## src/pkg/state_word_pkg.sv

```systemverilog
/*
 * constants for the processor state word block: field positions in the
 * 32-bit word, reset value, implemented-bit mask, interrupt class codes.
 * assumes the core pipeline drives one request per cycle on plain ports.
 */
`default_nettype none
package state_word_pkg;
	// ----------------------------------------------------------------
	// bit positions, lsb numbering (big-endian bit n is 31-n)
	// ----------------------------------------------------------------
	localparam int POS_USER_LOCK    = 26;
	localparam int POS_VECTOR_EXT   = 25;
	localparam int POS_WAIT_STATE   = 18;
	localparam int POS_CRIT_IRQ     = 17;
	localparam int POS_EXT_IRQ      = 15;
	localparam int POS_USER_STATE   = 14;
	localparam int POS_FLOAT_UNIT   = 13;
	localparam int POS_ASYNC_CHECK  = 12;
	localparam int POS_FLOAT_EXC0   = 11;
	localparam int POS_DBG_IRQ      = 9;
	localparam int POS_FLOAT_EXC1   = 8;
	localparam int POS_FETCH_SPACE  = 5;
	localparam int POS_DATA_SPACE   = 4;
	localparam int POS_PERF_MARK    = 2;
	localparam int POS_RECOVERABLE  = 1;
	// syndrome bits
	localparam int POS_SYN_DLOCK    = 21;
	localparam int POS_SYN_ILOCK    = 20;
	localparam int POS_SYN_VECTOR   = 7;
	localparam int POS_SYN_PRIV     = 26;
	localparam int POS_SYN_ILLEGAL  = 27;
	// ----------------------------------------------------------------
	// reset and masks
	// ----------------------------------------------------------------
	localparam logic [31:0] STATE_RESET  = 32'h0000_0000;
	localparam logic [31:0] STATE_MASK   = 32'h0606_fb36;
	// cleared on every interrupt entry except the enables kept per class
	localparam logic [31:0] KEEP_ON_IRQ  = 32'h0000_1200;
	localparam logic [31:0] KEEP_ON_CRIT = 32'h0000_1000;
	localparam logic [31:0] KEEP_ON_MCHK = 32'h0000_0000;
	localparam logic [31:0] KEEP_ON_DBG  = 32'h0000_1000;
	// ----------------------------------------------------------------
	// interrupt classes
	// ----------------------------------------------------------------
	localparam logic [1:0] CLASS_BASE = 2'h0;
	localparam logic [1:0] CLASS_CRIT = 2'h1;
	localparam logic [1:0] CLASS_DBG  = 2'h2;
	localparam logic [1:0] CLASS_MCHK = 2'h3;
endpackage
`default_nettype wire

```

## src/verilog/save_restore_pair.sv

```systemverilog
/*
 * one save/restore register pair: return address and saved state.
 * assumes capture and software writes are never asked in the same cycle
 * by the pipeline; capture wins if they are.
 */
`default_nettype none
module save_restore_pair (
	// clock and reset
	input  wire logic        mclk,
	input  wire logic        rst_sync_n,
	// capture on interrupt entry
	input  wire logic        capture,
	input  wire logic [31:0] cap_addr,
	input  wire logic [31:0] cap_state,
	// software writes
	input  wire logic        wr_addr,
	input  wire logic        wr_state,
	input  wire logic [31:0] wr_data,
	// contents
	output logic      [31:0] ret_addr,
	output logic      [31:0] saved_state
);
	typedef struct packed {
		logic [31:0] addr;
		logic [31:0] state;
	} pair_type;

	pair_type cur_ff;
	pair_type nxt_cur;

	always_comb begin
		nxt_cur = cur_ff;
		if (capture) begin
			nxt_cur.addr  = cap_addr;
			nxt_cur.state = cap_state & state_word_pkg::STATE_MASK;
		end else begin
			if (wr_addr)
				nxt_cur.addr = wr_data;
			if (wr_state)
				nxt_cur.state = wr_data & state_word_pkg::STATE_MASK;
		end
	end

	always_ff @(posedge mclk or negedge rst_sync_n) begin
		if (!rst_sync_n)
			cur_ff <= '0;
		else
			cur_ff <= nxt_cur;
	end

	assign ret_addr    = cur_ff.addr;
	assign saved_state = cur_ff.state;
endmodule
`default_nettype wire

```

## src/verilog/processor_state_control_reg.sv

```systemverilog
/*
 * processor state word with its gating of interrupts and instruction
 * classes, plus save/restore pairs for all four interrupt classes.
 * assumes the pipeline offers at most one of: move-to, system call,
 * interrupt entry or return in a cycle; entry has priority if it does not.
 */
`default_nettype none
module processor_state_control_reg (
	// clock and reset
	input  wire logic        mclk,
	input  wire logic        rst_n,
	// software access to the state word
	input  wire logic        move_to_state,
	input  wire logic        system_call,
	input  wire logic [31:0] wr_data,
	output logic      [31:0] processor_state_word,
	// save register writes by software, one bit per class
	input  wire logic [3:0]  wr_ret_addr,
	input  wire logic [3:0]  wr_saved_state,
	// interrupt entry and return
	input  wire logic        irq_take,
	input  wire logic [1:0]  irq_class,
	input  wire logic [31:0] resume_addr,
	input  wire logic        ret_take,
	input  wire logic [1:0]  ret_class,
	output logic      [31:0] resume_target,
	// interrupt requests
	input  wire logic        crit_input_req,
	input  wire logic        watchdog_req,
	input  wire logic        ext_input_req,
	input  wire logic        decrementer_req,
	input  wire logic        fixed_timer_req,
	input  wire logic        async_mchk_req,
	input  wire logic        dbg_req,
	output logic             crit_irq_pend,
	output logic             ext_irq_pend,
	output logic             mchk_irq_pend,
	output logic             dbg_irq_pend,
	// instruction screening
	input  wire logic        op_cache_lock_i,
	input  wire logic        op_cache_lock_d,
	input  wire logic        op_vector,
	input  wire logic        op_classic_float,
	input  wire logic        op_privileged,
	output logic             storage_fault_irq,
	output logic             unavailable_irq,
	output logic             program_irq,
	output logic      [31:0] exception_syndrome,
	// power management
	input  wire logic        pm_conditions_met,
	input  wire logic [2:0]  hw_config0_pm_sel,
	output logic      [2:0]  power_mode_req,
	// address space selection
	output logic             fetch_space_select,
	output logic             data_space_select,
	// save register contents
	output logic      [31:0] mchk_return_addr,
	output logic      [31:0] mchk_saved_state,
	output logic      [31:0] dbg_return_addr,
	output logic      [31:0] dbg_saved_state
);
	// ----------------------------------------------------------------
	// reset release
	// ----------------------------------------------------------------
	logic [1:0] rst_sync_ff;
	logic       rst_sync_n;

	always_ff @(posedge mclk or negedge rst_n) begin
		if (!rst_n)
			rst_sync_ff <= 2'h0;
		else
			rst_sync_ff <= {rst_sync_ff[0], 1'b1};
	end
	assign rst_sync_n = rst_sync_ff[1];

	// ----------------------------------------------------------------
	// save/restore pairs, one per class
	// ----------------------------------------------------------------
	logic [31:0] pair_addr  [4];
	logic [31:0] pair_state [4];

	genvar gi;
	generate
		for (gi = 0; gi < 4; gi++) begin : g_pair
			save_restore_pair u_pair (
				.mclk        (mclk),
				.rst_sync_n  (rst_sync_n),
				.capture     (irq_take && irq_class == 2'(gi)),
				.cap_addr    (resume_addr),
				.cap_state   (processor_state_word),
				.wr_addr     (wr_ret_addr[gi]),
				.wr_state    (wr_saved_state[gi]),
				.wr_data     (wr_data),
				.ret_addr    (pair_addr[gi]),
				.saved_state (pair_state[gi])
			);
		end
	endgenerate

	// ----------------------------------------------------------------
	// state
	// ----------------------------------------------------------------
	typedef struct packed {
		logic [31:0] word;
		logic [31:0] resume;
		logic [31:0] syndrome;
		logic        crit;
		logic        ext;
		logic        mchk;
		logic        dbg;
		logic        sfault;
		logic        unavail;
		logic        prog;
		logic [2:0]  pm;
		logic [31:0] mchk_addr;
		logic [31:0] mchk_state;
		logic [31:0] dbg_addr;
		logic [31:0] dbg_state;
	} ctl_type;

	ctl_type cur_ff;
	ctl_type nxt_cur;

	always_comb begin
		logic user;
		logic [31:0] keep;
		user = cur_ff.word[state_word_pkg::POS_USER_STATE];
		keep = state_word_pkg::KEEP_ON_IRQ;
		nxt_cur = cur_ff;
		// interrupt gating
		nxt_cur.crit = cur_ff.word[state_word_pkg::POS_CRIT_IRQ] &&
			(crit_input_req || watchdog_req);
		nxt_cur.ext = cur_ff.word[state_word_pkg::POS_EXT_IRQ] &&
			(ext_input_req || decrementer_req ||
			fixed_timer_req);
		nxt_cur.mchk = cur_ff.word[state_word_pkg::POS_ASYNC_CHECK] &&
			async_mchk_req;
		nxt_cur.dbg = cur_ff.word[state_word_pkg::POS_DBG_IRQ] &&
			dbg_req;
		// instruction screening; float enable and exc modes never consulted
		nxt_cur.sfault = user &&
			!cur_ff.word[state_word_pkg::POS_USER_LOCK] &&
			(op_cache_lock_i || op_cache_lock_d);
		nxt_cur.unavail = op_vector &&
			!cur_ff.word[state_word_pkg::POS_VECTOR_EXT];
		nxt_cur.prog = op_classic_float ||
			(user && op_privileged);
		if (nxt_cur.sfault) begin
			nxt_cur.syndrome = '0;
			nxt_cur.syndrome[state_word_pkg::POS_SYN_ILOCK] =
				op_cache_lock_i;
			nxt_cur.syndrome[state_word_pkg::POS_SYN_DLOCK] =
				op_cache_lock_d;
		end else if (nxt_cur.unavail) begin
			nxt_cur.syndrome = '0;
			nxt_cur.syndrome[state_word_pkg::POS_SYN_VECTOR] = 1'b1;
		end else if (nxt_cur.prog) begin
			nxt_cur.syndrome = '0;
			nxt_cur.syndrome[state_word_pkg::POS_SYN_ILLEGAL] =
				op_classic_float;
			nxt_cur.syndrome[state_word_pkg::POS_SYN_PRIV] =
				!op_classic_float;
		end
		// power saving only when allowed
		nxt_cur.pm = (cur_ff.word[state_word_pkg::POS_WAIT_STATE] &&
			pm_conditions_met) ? hw_config0_pm_sel : 3'h0;
		// state word updates, entry first
		if (irq_take) begin
			case (irq_class)
				state_word_pkg::CLASS_CRIT: keep = state_word_pkg::KEEP_ON_CRIT;
				state_word_pkg::CLASS_MCHK: keep = state_word_pkg::KEEP_ON_MCHK;
				state_word_pkg::CLASS_DBG:  keep = state_word_pkg::KEEP_ON_DBG;
				default:                    keep = state_word_pkg::KEEP_ON_IRQ;
			endcase
			// float enable is outside every keep mask so always drops
			nxt_cur.word = cur_ff.word & keep;
		end else if (ret_take) begin
			nxt_cur.word = pair_state[ret_class];
			nxt_cur.resume = pair_addr[ret_class];
		end else if (move_to_state || system_call) begin
			// system call keeps the pipeline's value form; same data path
			nxt_cur.word = wr_data & state_word_pkg::STATE_MASK;
		end
		// registered copies of the machine check and debug pairs for the ports
		nxt_cur.mchk_addr  = pair_addr[3];
		nxt_cur.mchk_state = pair_state[3];
		nxt_cur.dbg_addr   = pair_addr[2];
		nxt_cur.dbg_state  = pair_state[2];
	end

	always_ff @(posedge mclk or negedge rst_sync_n) begin
		if (!rst_sync_n) begin
			cur_ff      <= '0;
			cur_ff.word <= state_word_pkg::STATE_RESET;
		end else begin
			cur_ff <= nxt_cur;
		end
	end

	// ----------------------------------------------------------------
	// outputs, all from flip-flops
	// ----------------------------------------------------------------
	assign processor_state_word = cur_ff.word;
	assign resume_target        = cur_ff.resume;
	assign exception_syndrome   = cur_ff.syndrome;
	assign crit_irq_pend        = cur_ff.crit;
	assign ext_irq_pend         = cur_ff.ext;
	assign mchk_irq_pend        = cur_ff.mchk;
	assign dbg_irq_pend         = cur_ff.dbg;
	assign storage_fault_irq    = cur_ff.sfault;
	assign unavailable_irq      = cur_ff.unavail;
	assign program_irq          = cur_ff.prog;
	assign power_mode_req       = cur_ff.pm;
	assign fetch_space_select   =
		cur_ff.word[state_word_pkg::POS_FETCH_SPACE];
	assign data_space_select    =
		cur_ff.word[state_word_pkg::POS_DATA_SPACE];
	assign mchk_return_addr     = cur_ff.mchk_addr;
	assign mchk_saved_state     = cur_ff.mchk_state;
	assign dbg_return_addr      = cur_ff.dbg_addr;
	assign dbg_saved_state      = cur_ff.dbg_state;
endmodule
`default_nettype wire

```

## config.mk

```make
export PLATFORM = sky130hd
export DESIGN_NAME = processor_state_control_reg
export DESIGN_NICKNAME = d
export VERILOG_FILES = /design/src/pkg/state_word_pkg.sv /design/src/verilog/save_restore_pair.sv /design/src/verilog/processor_state_control_reg.sv
export SDC_FILE = /design/constraint.sdc
export NUM_CORES = 1
export LEC_CHECK = 0
export CORE_UTILIZATION = 40
export DETAILED_ROUTE_END_ITERATION = 12
export DONT_BUFFER_PORTS = 1
export PLACE_DENSITY_LB_ADDON = 0.05
export RECOVER_POWER = 100
export SKIP_CTS_REPAIR_TIMING = 1
export SLEW_MARGIN = 20
export SYNTH_ARGS = -nofsm -noshare
export SYNTH_HDL_FRONTEND = slang
export SYNTH_SLANG_ARGS = --single-unit
```

## constraint.sdc

```tcl
create_clock -name mclk -period 27.4 [get_ports mclk]
set_clock_uncertainty 0.1 [all_clocks]
set_input_delay 1.37 -clock mclk [delete_from_list [all_inputs] [get_ports mclk]]
set_output_delay 1.37 -clock mclk [all_outputs]
set_load 0.05 [all_outputs]
```

After elaboration in Yosys (flattened, before gate mapping). Index checks and enable logic that the tools add are counted.

Register bits: 492. Output and inout port bits: 236.

Reductions and logical operators: 35. Magnitude comparators: 1. Equal/unequal tests: 3. Multiplexer cells: 27. Bitwise logic cells: 3.

Operators with widths (number): $mux W32 (19); $mux W64 (4); $bmux W32 S2 (2); $and A32 B32 Y32 (1); $pmux W13 S2 (1); $reduce_bool A2 Y1 (8); $logic_and A1 B1 Y1 (13); $logic_or A1 B1 Y1 (6); $reduce_bool A3 Y1 (2); $eq A2 B2 Y1 const B (2); $ge A3 B3 Y1 const B (1); $logic_not A1 Y1 (3); $mux W3 (1); $not A2 Y3 (1); $eq A2 B1 Y1 const B (1); $logic_not A2 Y1 (1); $reduce_and A2 Y1 (1); $reduce_or A2 Y1 (1); $not A1 Y1 (1).

Logic depth before layout (Yosys ltp). Gate-level depths: netlist (run 1).

Word-level depth: 6. Depth in mapped cells: 7. Mapped depth without buffers: 4.

Hierarchy. Synthesis (run 1) repeated with hierarchy kept, for this count alone.

Cells, all modules: 1366. Area, all modules: 17700.7 um^2.

By module, submodules not included: save_restore_pair (cells an instance 222, times used 4, area each 2346.0 um^2, sequential area each 1176.1 um^2); processor_state_control_reg (cells an instance 478, times used 1, area each 8316.7 um^2, sequential area each 5230.0 um^2).

Worst setup path before layout (run 1). No wires, ideal clock.

Kind: in2reg. Start point: input ret_class[0]. End point: register cur_ff (netlist bit resume_target[14]). Data arrival time: 2446 ps. Library setup time: 125 ps. Stages on the path: 4. Path buffers: 2. Slack: 24730 ps. Cells stage by stage: buf_6 -> buf_6 -> mux4_2 -> mux2_2.

Longest elaborated chain between the ends: 4.

Ends and longest elaborated chain: start, declared (line processor_state_control_reg.sv:25) `input wire logic [1:0] ret_class,`; $not A2 Y3 (implied by the code) (line processor_state_control_reg.sv:179) `nxt_cur.resume = pair_addr[ret_class];`; $bmux W32 S2 (line processor_state_control_reg.sv:179); $mux W32 (implied by the code) (2 in a row) (line processor_state_control_reg.sv:179); end signal, assigned (line processor_state_control_reg.sv:196) `cur_ff <= nxt_cur;`; end, declared (line processor_state_control_reg.sv:121) `ctl_type cur_ff;`.

Every way passes these cells. The select of a mux whose other input is x is not followed. A chain may end at the register's enable or synchronous reset.

==> summary.md, run 1 <==
| Metric | Value |
|---|---|
| Status | finished, violations left |
| Failing checks | max-capacitance violations, max-slew violations |
| Initial Util | 40.54% |
| Final WL | 41.07 mm |
| Most frequent cells in the layout | dfrtp_1, mux2i_1, nor2_1, a21oi_1, nand2_1 |
| Worst hold path class | flip-flop to flip-flop |
| GR Util All Layers | 21.58% |
| DRC | 0 |
| FF+latch count, synth | 346 |
| Cell Area, Placed | 15180 sq um |
| Worst-path clk slew | 0.05 ns |
| Global-route wire length before repair | 61.94 mm |
| Crit path cell chain | clkbuf_1 > clkbuf_1 |
| Via/cell ratio | 5.152 |
| Worst EP arrival | 8.76 ns |
| Initial DRC Count | 514 |
| Number of fill cells | 3538 |
| Power Total | 1.406 mW |
| Sequential area share after synthesis | 56.97% |
| Share of cells above drive strength 1 | 11.05% |
| Router iterations before antenna repair | 7 |
| Mapped Cells | 1254 |
| RSZ-0062 raised after global routing | no |
| Crit path time final | 9.134 ns |
| CP Buf/Inv Count | 2 |
| Pwr dens | 85.81 nW/um^2 |
| Nets | 1302 |
| Max Buffers Root-to-Sink | 3 |
| Pre-CTS WS | 24.21 ns |
| Setup_tns | 0 ns |
| Fin. max-slew vios | 746 |
| CTS sink cnt | 346 |
| Initial antenna violation count | 1 |
| Peak VDD IR | 37.79 uV |
| Most frequent CP cell | clkbuf_1 |
| Mean Syn Cell Area | 12.12 sq um |
| Antenna cell count | 0 |
| CTS root buf | clkbuf_16 |
| Setup violators final | 0 |
| IO buf count | 0 |
| Area Overhead vs Synth | 7.805% |
| Global route overflow | 0 |
| WS Path Type | flip-flop to async pin |
| Rows | 71 |
| Most common cell after layout, fill and taps aside | dfrtp_1 |
| Die ar. | 38780 sq um |
| Final Hold Vio Count | 0 |
| Setup slack after layout | 18.27 ns |
| Max-cap viol count | 12 |
| Worst path required time | 27.03 ns |
| Clk_lat worst skew | 0.55 ns |
| Count of cell types in the netlist | 28 |
| Worst-Margin Slew | 4.562 ns |
| WL/cell | 23.58 microns |
| Crit-path max FO | 75 |
| Critical Path End Type | async pin |
| Maximum number of pins on one net before global-route repair | 95 |
| Post-DP HPWL | 24.51 mm |
| Netlist Area Pre-Place | 15200 sq um |
| Relative slew margins | -204.1% |
| H-tree lvl count | 2 |
| CTS Buf Count | 40 |
| Placer Congestion | 0.7593 |
| Yosys synthesis warning count | 0 |
| Largest delay share family, worst path | buffers and inverters |
| Slowest cell on crit path | clkbuf_1 |
| Core Box Area | 37490 sq um |
| Pleak | 7.328 nW |
| Chip width | 196.9 microns |
| Ports | 334 |
| Maximum clock frequency | 109.5 MHz |
| Die H | 196.9 microns |
| Slowest stage delay, CP | 2.94 ns |
| CTS tree | built |
| Vias in the first global route | 9056 |
| Crit share post-route | 33.34% |
| Critical Path Source Type | flip-flop |
| Via count | 8974 |
| Final instance area | 16380 sq um |
| Antenna Nets Post-Route | 0 |
## routing by layer
layer  part of all wire [%]  wire [microns]  GRT usage (%)  vias to the layer above
met1                     43           17540          28.37                     4516
met5                      0               0              0                        -
met4                    2.0             806          6.374                        0
met3                    7.3            2985          5.732                       50
li1                       -               -              -                     4119
met2                     48           19740          34.96                      289
## worst register-to-register path, cell delays in order (launching register included)
cell,delay [ns]
dfrtp_1,2.21
clkbuf_1,2.96
clkbuf_1,3.01
## worst paths after layout
| kind | from | endpoint | slack, ns | depth (start not counted) |
|---|---|---|---|---|
| max | rst_sync_ff[1]$_DFF_PN0_ | g_pair[2].u_pair.ret_addr[25]$_DFFE_PN0P_ | 18.27 | 2 |
| min | rst_sync_ff[0]$_DFF_PN0_ | rst_sync_ff[1]$_DFF_PN0_ | 0.25 | 0 |
| max reg2reg | rst_sync_ff[1]$_DFF_PN0_ | g_pair[2].u_pair.ret_addr[25]$_DFFE_PN0P_ | 18.27 | 2 |
| min reg2reg | rst_sync_ff[0]$_DFF_PN0_ | rst_sync_ff[1]$_DFF_PN0_ | 0.25 | 0 |
| max in group mclk | irq_take | g_pair[3].u_pair.saved_state[9]$_DFFE_PN0P_ | 22.21 | 3 |
| min in group asynchronous | rst_n | rst_sync_ff[0]$_DFF_PN0_ | 0.42 | 0 |
## where the power goes
group / internal, mW / switching (mW) / leakage (nW)
clock network: 0.312 / 0.209 / 0.624
registers: 0.578 / 0.180 / 4.10
logic: 0.0615 / 0.0657 / 2.61
## sequential cells by signal (all words and copies together) (netlist names)
signal	count
mchk_irq_pend	1
processor_state_word	15
exception_syndrome	5
rst_sync_ff	2
program_irq	1
dbg_return_addr	32
power_mode_req	3
crit_irq_pend	1
resume_target	32
g_pair.u_pair.ret_addr	128
dbg_saved_state	15
storage_fault_irq	1
ext_irq_pend	1
mchk_saved_state	15
dbg_irq_pend	1
mchk_return_addr	32
unavailable_irq	1
g_pair.u_pair.saved_state	60
## stage by stage
step	util [%]	std cells	hold slack (ns)
floorplan	-	1331	0.2312
global placement	40.48	1673	0.2378
detailed placement	40.48	1673	0.2397
CTS	43.88	1742	0.2515
global route	43.71	1742	0.2515
finish	43.71	1742	0.2487
## cell type report
cell class              count  area, sq um  area share [%]
well taps                 511        639.4           3.902
multi-input cells         803         5764           35.18
repair buffers             12        45.04          0.2749
flip-flops and latches    346         8658           52.84
inverters                   1        3.754         0.02291
clock inverters             5        61.31          0.3742
clock buffers              64         1212           7.400
## Yosys cell counts (all sizes together)
| library cell | number | area (sq um) |
|---|---|---|
| dfrtp | 346 | 8658 |
| mux2i | 202 | 2022 |
| buf | 139 | 903.4 |
| nor2 | 115 | 431.7 |
| a21oi | 98 | 490.5 |
| nand2 | 97 | 364.1 |
| o21ai | 94 | 470.5 |
| mux4 | 46 | 1036 |
| clkbuf | 42 | 157.7 |
| mux2 | 33 | 371.6 |
| a211oi | 13 | 97.59 |
| and3 | 5 | 31.28 |
| nor2b | 3 | 18.77 |
| nor3b | 3 | 22.52 |
| o21a | 3 | 22.52 |
| a31oi | 2 | 12.51 |
| a32o | 2 | 20.02 |
| and2 | 2 | 12.51 |
| conb | 2 | 7.510 |
| nand3b | 2 | 15.01 |
| a2111oi | 1 | 8.760 |
| inv | 1 | 3.750 |
| nor3 | 1 | 5.000 |
| o31a | 1 | 8.760 |
| or2 | 1 | 6.260 |
## kinds of logic after synthesis
group,after synthesis,synth area share [%]
AOI/OAI and AO/OA,214,7.442
muxes,281,22.57
other,2,0.04941
and+or+nand+nor,229,5.968
buffers and inverters,182,7.006
DFF,346,56.97
Power figures use the tool's default switching activity.
==> run 2: changes to the inputs <==
--- a/config.mk
+++ b/config.mk
@@ -5,6 +5,7 @@
 export SDC_FILE = /design/constraint.sdc
 export NUM_CORES = 1
 export LEC_CHECK = 0
+export ABC_AREA = 1
 export CORE_UTILIZATION = 40
 export DETAILED_ROUTE_END_ITERATION = 12
 export DONT_BUFFER_PORTS = 1
==> constraint.sdc (replaced) <==
create_clock -name mclk -period 7.4 [get_ports mclk]
set_clock_uncertainty 0.1 [all_clocks]
set_input_delay 0.37 -clock mclk [delete_from_list [all_inputs] [get_ports mclk]]
set_output_delay 0.37 -clock mclk [all_outputs]
set_load 0.05 [all_outputs]
==> run 2 against run 1 <==
Effect of this change:
- the flow finishes with violations (negative hold slack, max-capacitance violations, max-slew violations)
- clock power grew to 3.7 times the previous value
- global-route usage is 4.4 points higher
- synthesized cell count is 53% higher
- critical path type is now input port to flip-flop
- design area is 11% higher
- final cell count is 45% higher
==> summary.md, run 2 <==
| Metric | Value |
|---|---|
| Initial Util | 40.88% |
| Worst EP arrival | 4.91 ns |
| Fin util | 46.69% |
| Post-synth ARST share | 100.0% |
| Most frequent cells in the layout | nand2_1, dfrtp_1, nand3_1, inv_1, dlygate4sd3_1 |
| Share of cells above drive strength 1 | 3.852% |
| Post-synth top area cell | dfrtp_1 |
| FF+latch count, synth | 346 |
| Worst hold path class | input port to flip-flop |
| Non-Filler Instances | 2519 |
| Netlist Area Pre-Place | 15910 sq um |
| Initial antenna violation count | 3 |
| Mean Syn Cell Area | 8.298 sq um |
| Status | finished, violations left |
| Pleak | 8.896 nW |
| Critical Path Source Type | input port |
| Ports | 334 |
| GR Util All Layers | 26.03% |
| CTS sink cnt | 346 |
| Post-DP HPWL | 32.84 mm |
| Max reg flops | 128 |
| WL/cell | 21.84 microns |
| Maximum number of pins on one net before global-route repair | 141 |
| Max-cap viol count | 12 |
| Hold slack | -0.02991 ns |
| Antenna Nets Post-Route | 0 |
| Synth cell count leaders | nand2_1, dfrtp_1, nand3_1 |
| Final WL | 55.03 mm |
| Worst path required time | 7.72 ns |
| Ys flop type | dfrtp_1 |
| Placer Congestion | 0.8301 |
| Global-route wire length before repair | 80.09 mm |
| Setup violators final | 0 |
| Final Hold Vio Count | 4 |
| Critical Path End Type | flip-flop |
| Clk_lat worst skew | 0.56 ns |
| Vias in the first global route | 12467 |
| Router iterations before antenna repair | 5 |
| Setup slack after layout | 2.806 ns |
| Nets | 2072 |
| Crit path time final | 4.594 ns |
| H-tree lvl count | 2 |
| Chip width | 201.4 microns |
| Area contributors post-synth | dfrtp_1, nand2_1, nand3_1 |
| RSZ-0062 raised after global routing | no |
| CTS root buf | clkbuf_16 |
| Die H | 201.4 microns |
| Most common cell after layout, fill and taps aside | nand2_1 |
| Area Overhead vs Synth | 14.23% |
| Final instance area | 18170 sq um |
| Relative slew margins | -107.7% |
| Sequential area share after synthesis | 54.43% |
| Peak VDD IR | 152.9 uV |
| Worst-path clk slew | 0.07 ns |
| Most frequent cell after synthesis | nand2_1 |
| Failing checks | negative hold slack, max-capacitance violations, max-slew violations |
| Via count | 13273 |
| IO buf count | 0 |
| CTS tree | built |
| Worst-Margin Slew | 3.103 ns |
| Crit-path max FO | 47 |
| Max Buffers Root-to-Sink | 3 |
| DRC | 0 |
| Pwr dens | 286.5 nW/um^2 |
| Core Box Area | 38920 sq um |
| Fin. max-slew vios | 470 |
| Total placed cells including tap cells | 2333 |
| Power Total | 5.206 mW |
| Count of cell types in the netlist | 30 |
| Die ar. | 40570 sq um |
| Mapped Cells | 1917 |
| Rows | 72 |
| Yosys synthesis warning count | 0 |
| Setup_tns | 0 ns |
| WS Path Type | input port to flip-flop |
| Cell Area, Placed | 15790 sq um |
| Top-area cell type share of the netlist area | 54.43% |
| Crit share post-route | 62.08% |
| CTS Buf Count | 39 |
| Global route overflow | 0 |
| Post-synth EDFFs | 0 |
| Pre-CTS WS | 4.616 ns |
| Maximum clock frequency | 217.7 MHz |
| Via/cell ratio | 5.269 |
| Initial DRC Count | 905 |
run 2: changes by cell type after synthesis, moves of 65 or more:
cell / change
nand3_1: +226
a21oi_1: -65
nand2_1: +559
inv_1: +149
mux2i_1: -202
o211ai_1: +91
run 2: area by class of cell:
cell class	instances	area, sq um
clock inverter	8	93.84
multi-input combinational	1299	5718
sequential	346	8658
tap	518	648.1
fill	3925	20750
antenna	2	5.005
clock buffer	58	1157
timing repair buffer	131	1296
inverter	157	594.3
run 2: cells by family after synthesis:
logic type | Yosys count | synth area share, %
buffers and inverters | 349 | 11.17
other | 2 | 0.04721
AO/OA/AOI/OAI | 227 | 8.668
AND/OR/NAND/NOR | 993 | 25.69
flip-flops | 346 | 54.43
run 2: worst paths after layout:
path	from	end	slack (ns)	depth (start not counted)
worst min-delay path	wr_data[5]	processor_state_word[5]$_DFFE_PN0P_	-0.03	2
min in group asynchronous	rst_n	rst_sync_ff[0]$_DFF_PN0_	0.48	2
max in group asynchronous	rst_sync_ff[1]$_DFF_PN0_	mchk_saved_state[2]$_DFF_PN0_	3.24	2
worst max register to register	rst_sync_ff[1]$_DFF_PN0_	mchk_saved_state[2]$_DFF_PN0_	3.24	2
worst min register to register	rst_sync_ff[0]$_DFF_PN0_	rst_sync_ff[1]$_DFF_PN0_	0.25	0
worst max-delay path	irq_class[1]	g_pair[2].u_pair.saved_state[15]$_DFFE_PN0P_	2.81	7
run 2: power by group:
part | leakage, nW | internal, mW | switching, mW
Sequential | 4.27 | 2.10 | 0.527
Clock | 0.621 | 1.15 | 0.798
Combinational | 4.01 | 0.200 | 0.434
run 2: metal layers:
| layer | vias to the layer above | GRT usage (%) | share of wire [%] |
|---|---|---|---|
| met5 | - | 0 | 0.024 |
| met4 | 2 | 8.496 | 2.5 |
| met3 | 85 | 6.284 | 7.4 |
| met2 | 538 | 41.18 | 47 |
| met1 | 6571 | 35.04 | 43 |
| li1 | 6077 | - | - |
run 2: critical path, cell delays in order:
cell and delay [ns]:
inv_1 0.05, nor3_4 0.14, clkbuf_1 0.98, clkbuf_1 1.97, nor2_1 1.02, nand2_1 0.25, nand3_1 0.09
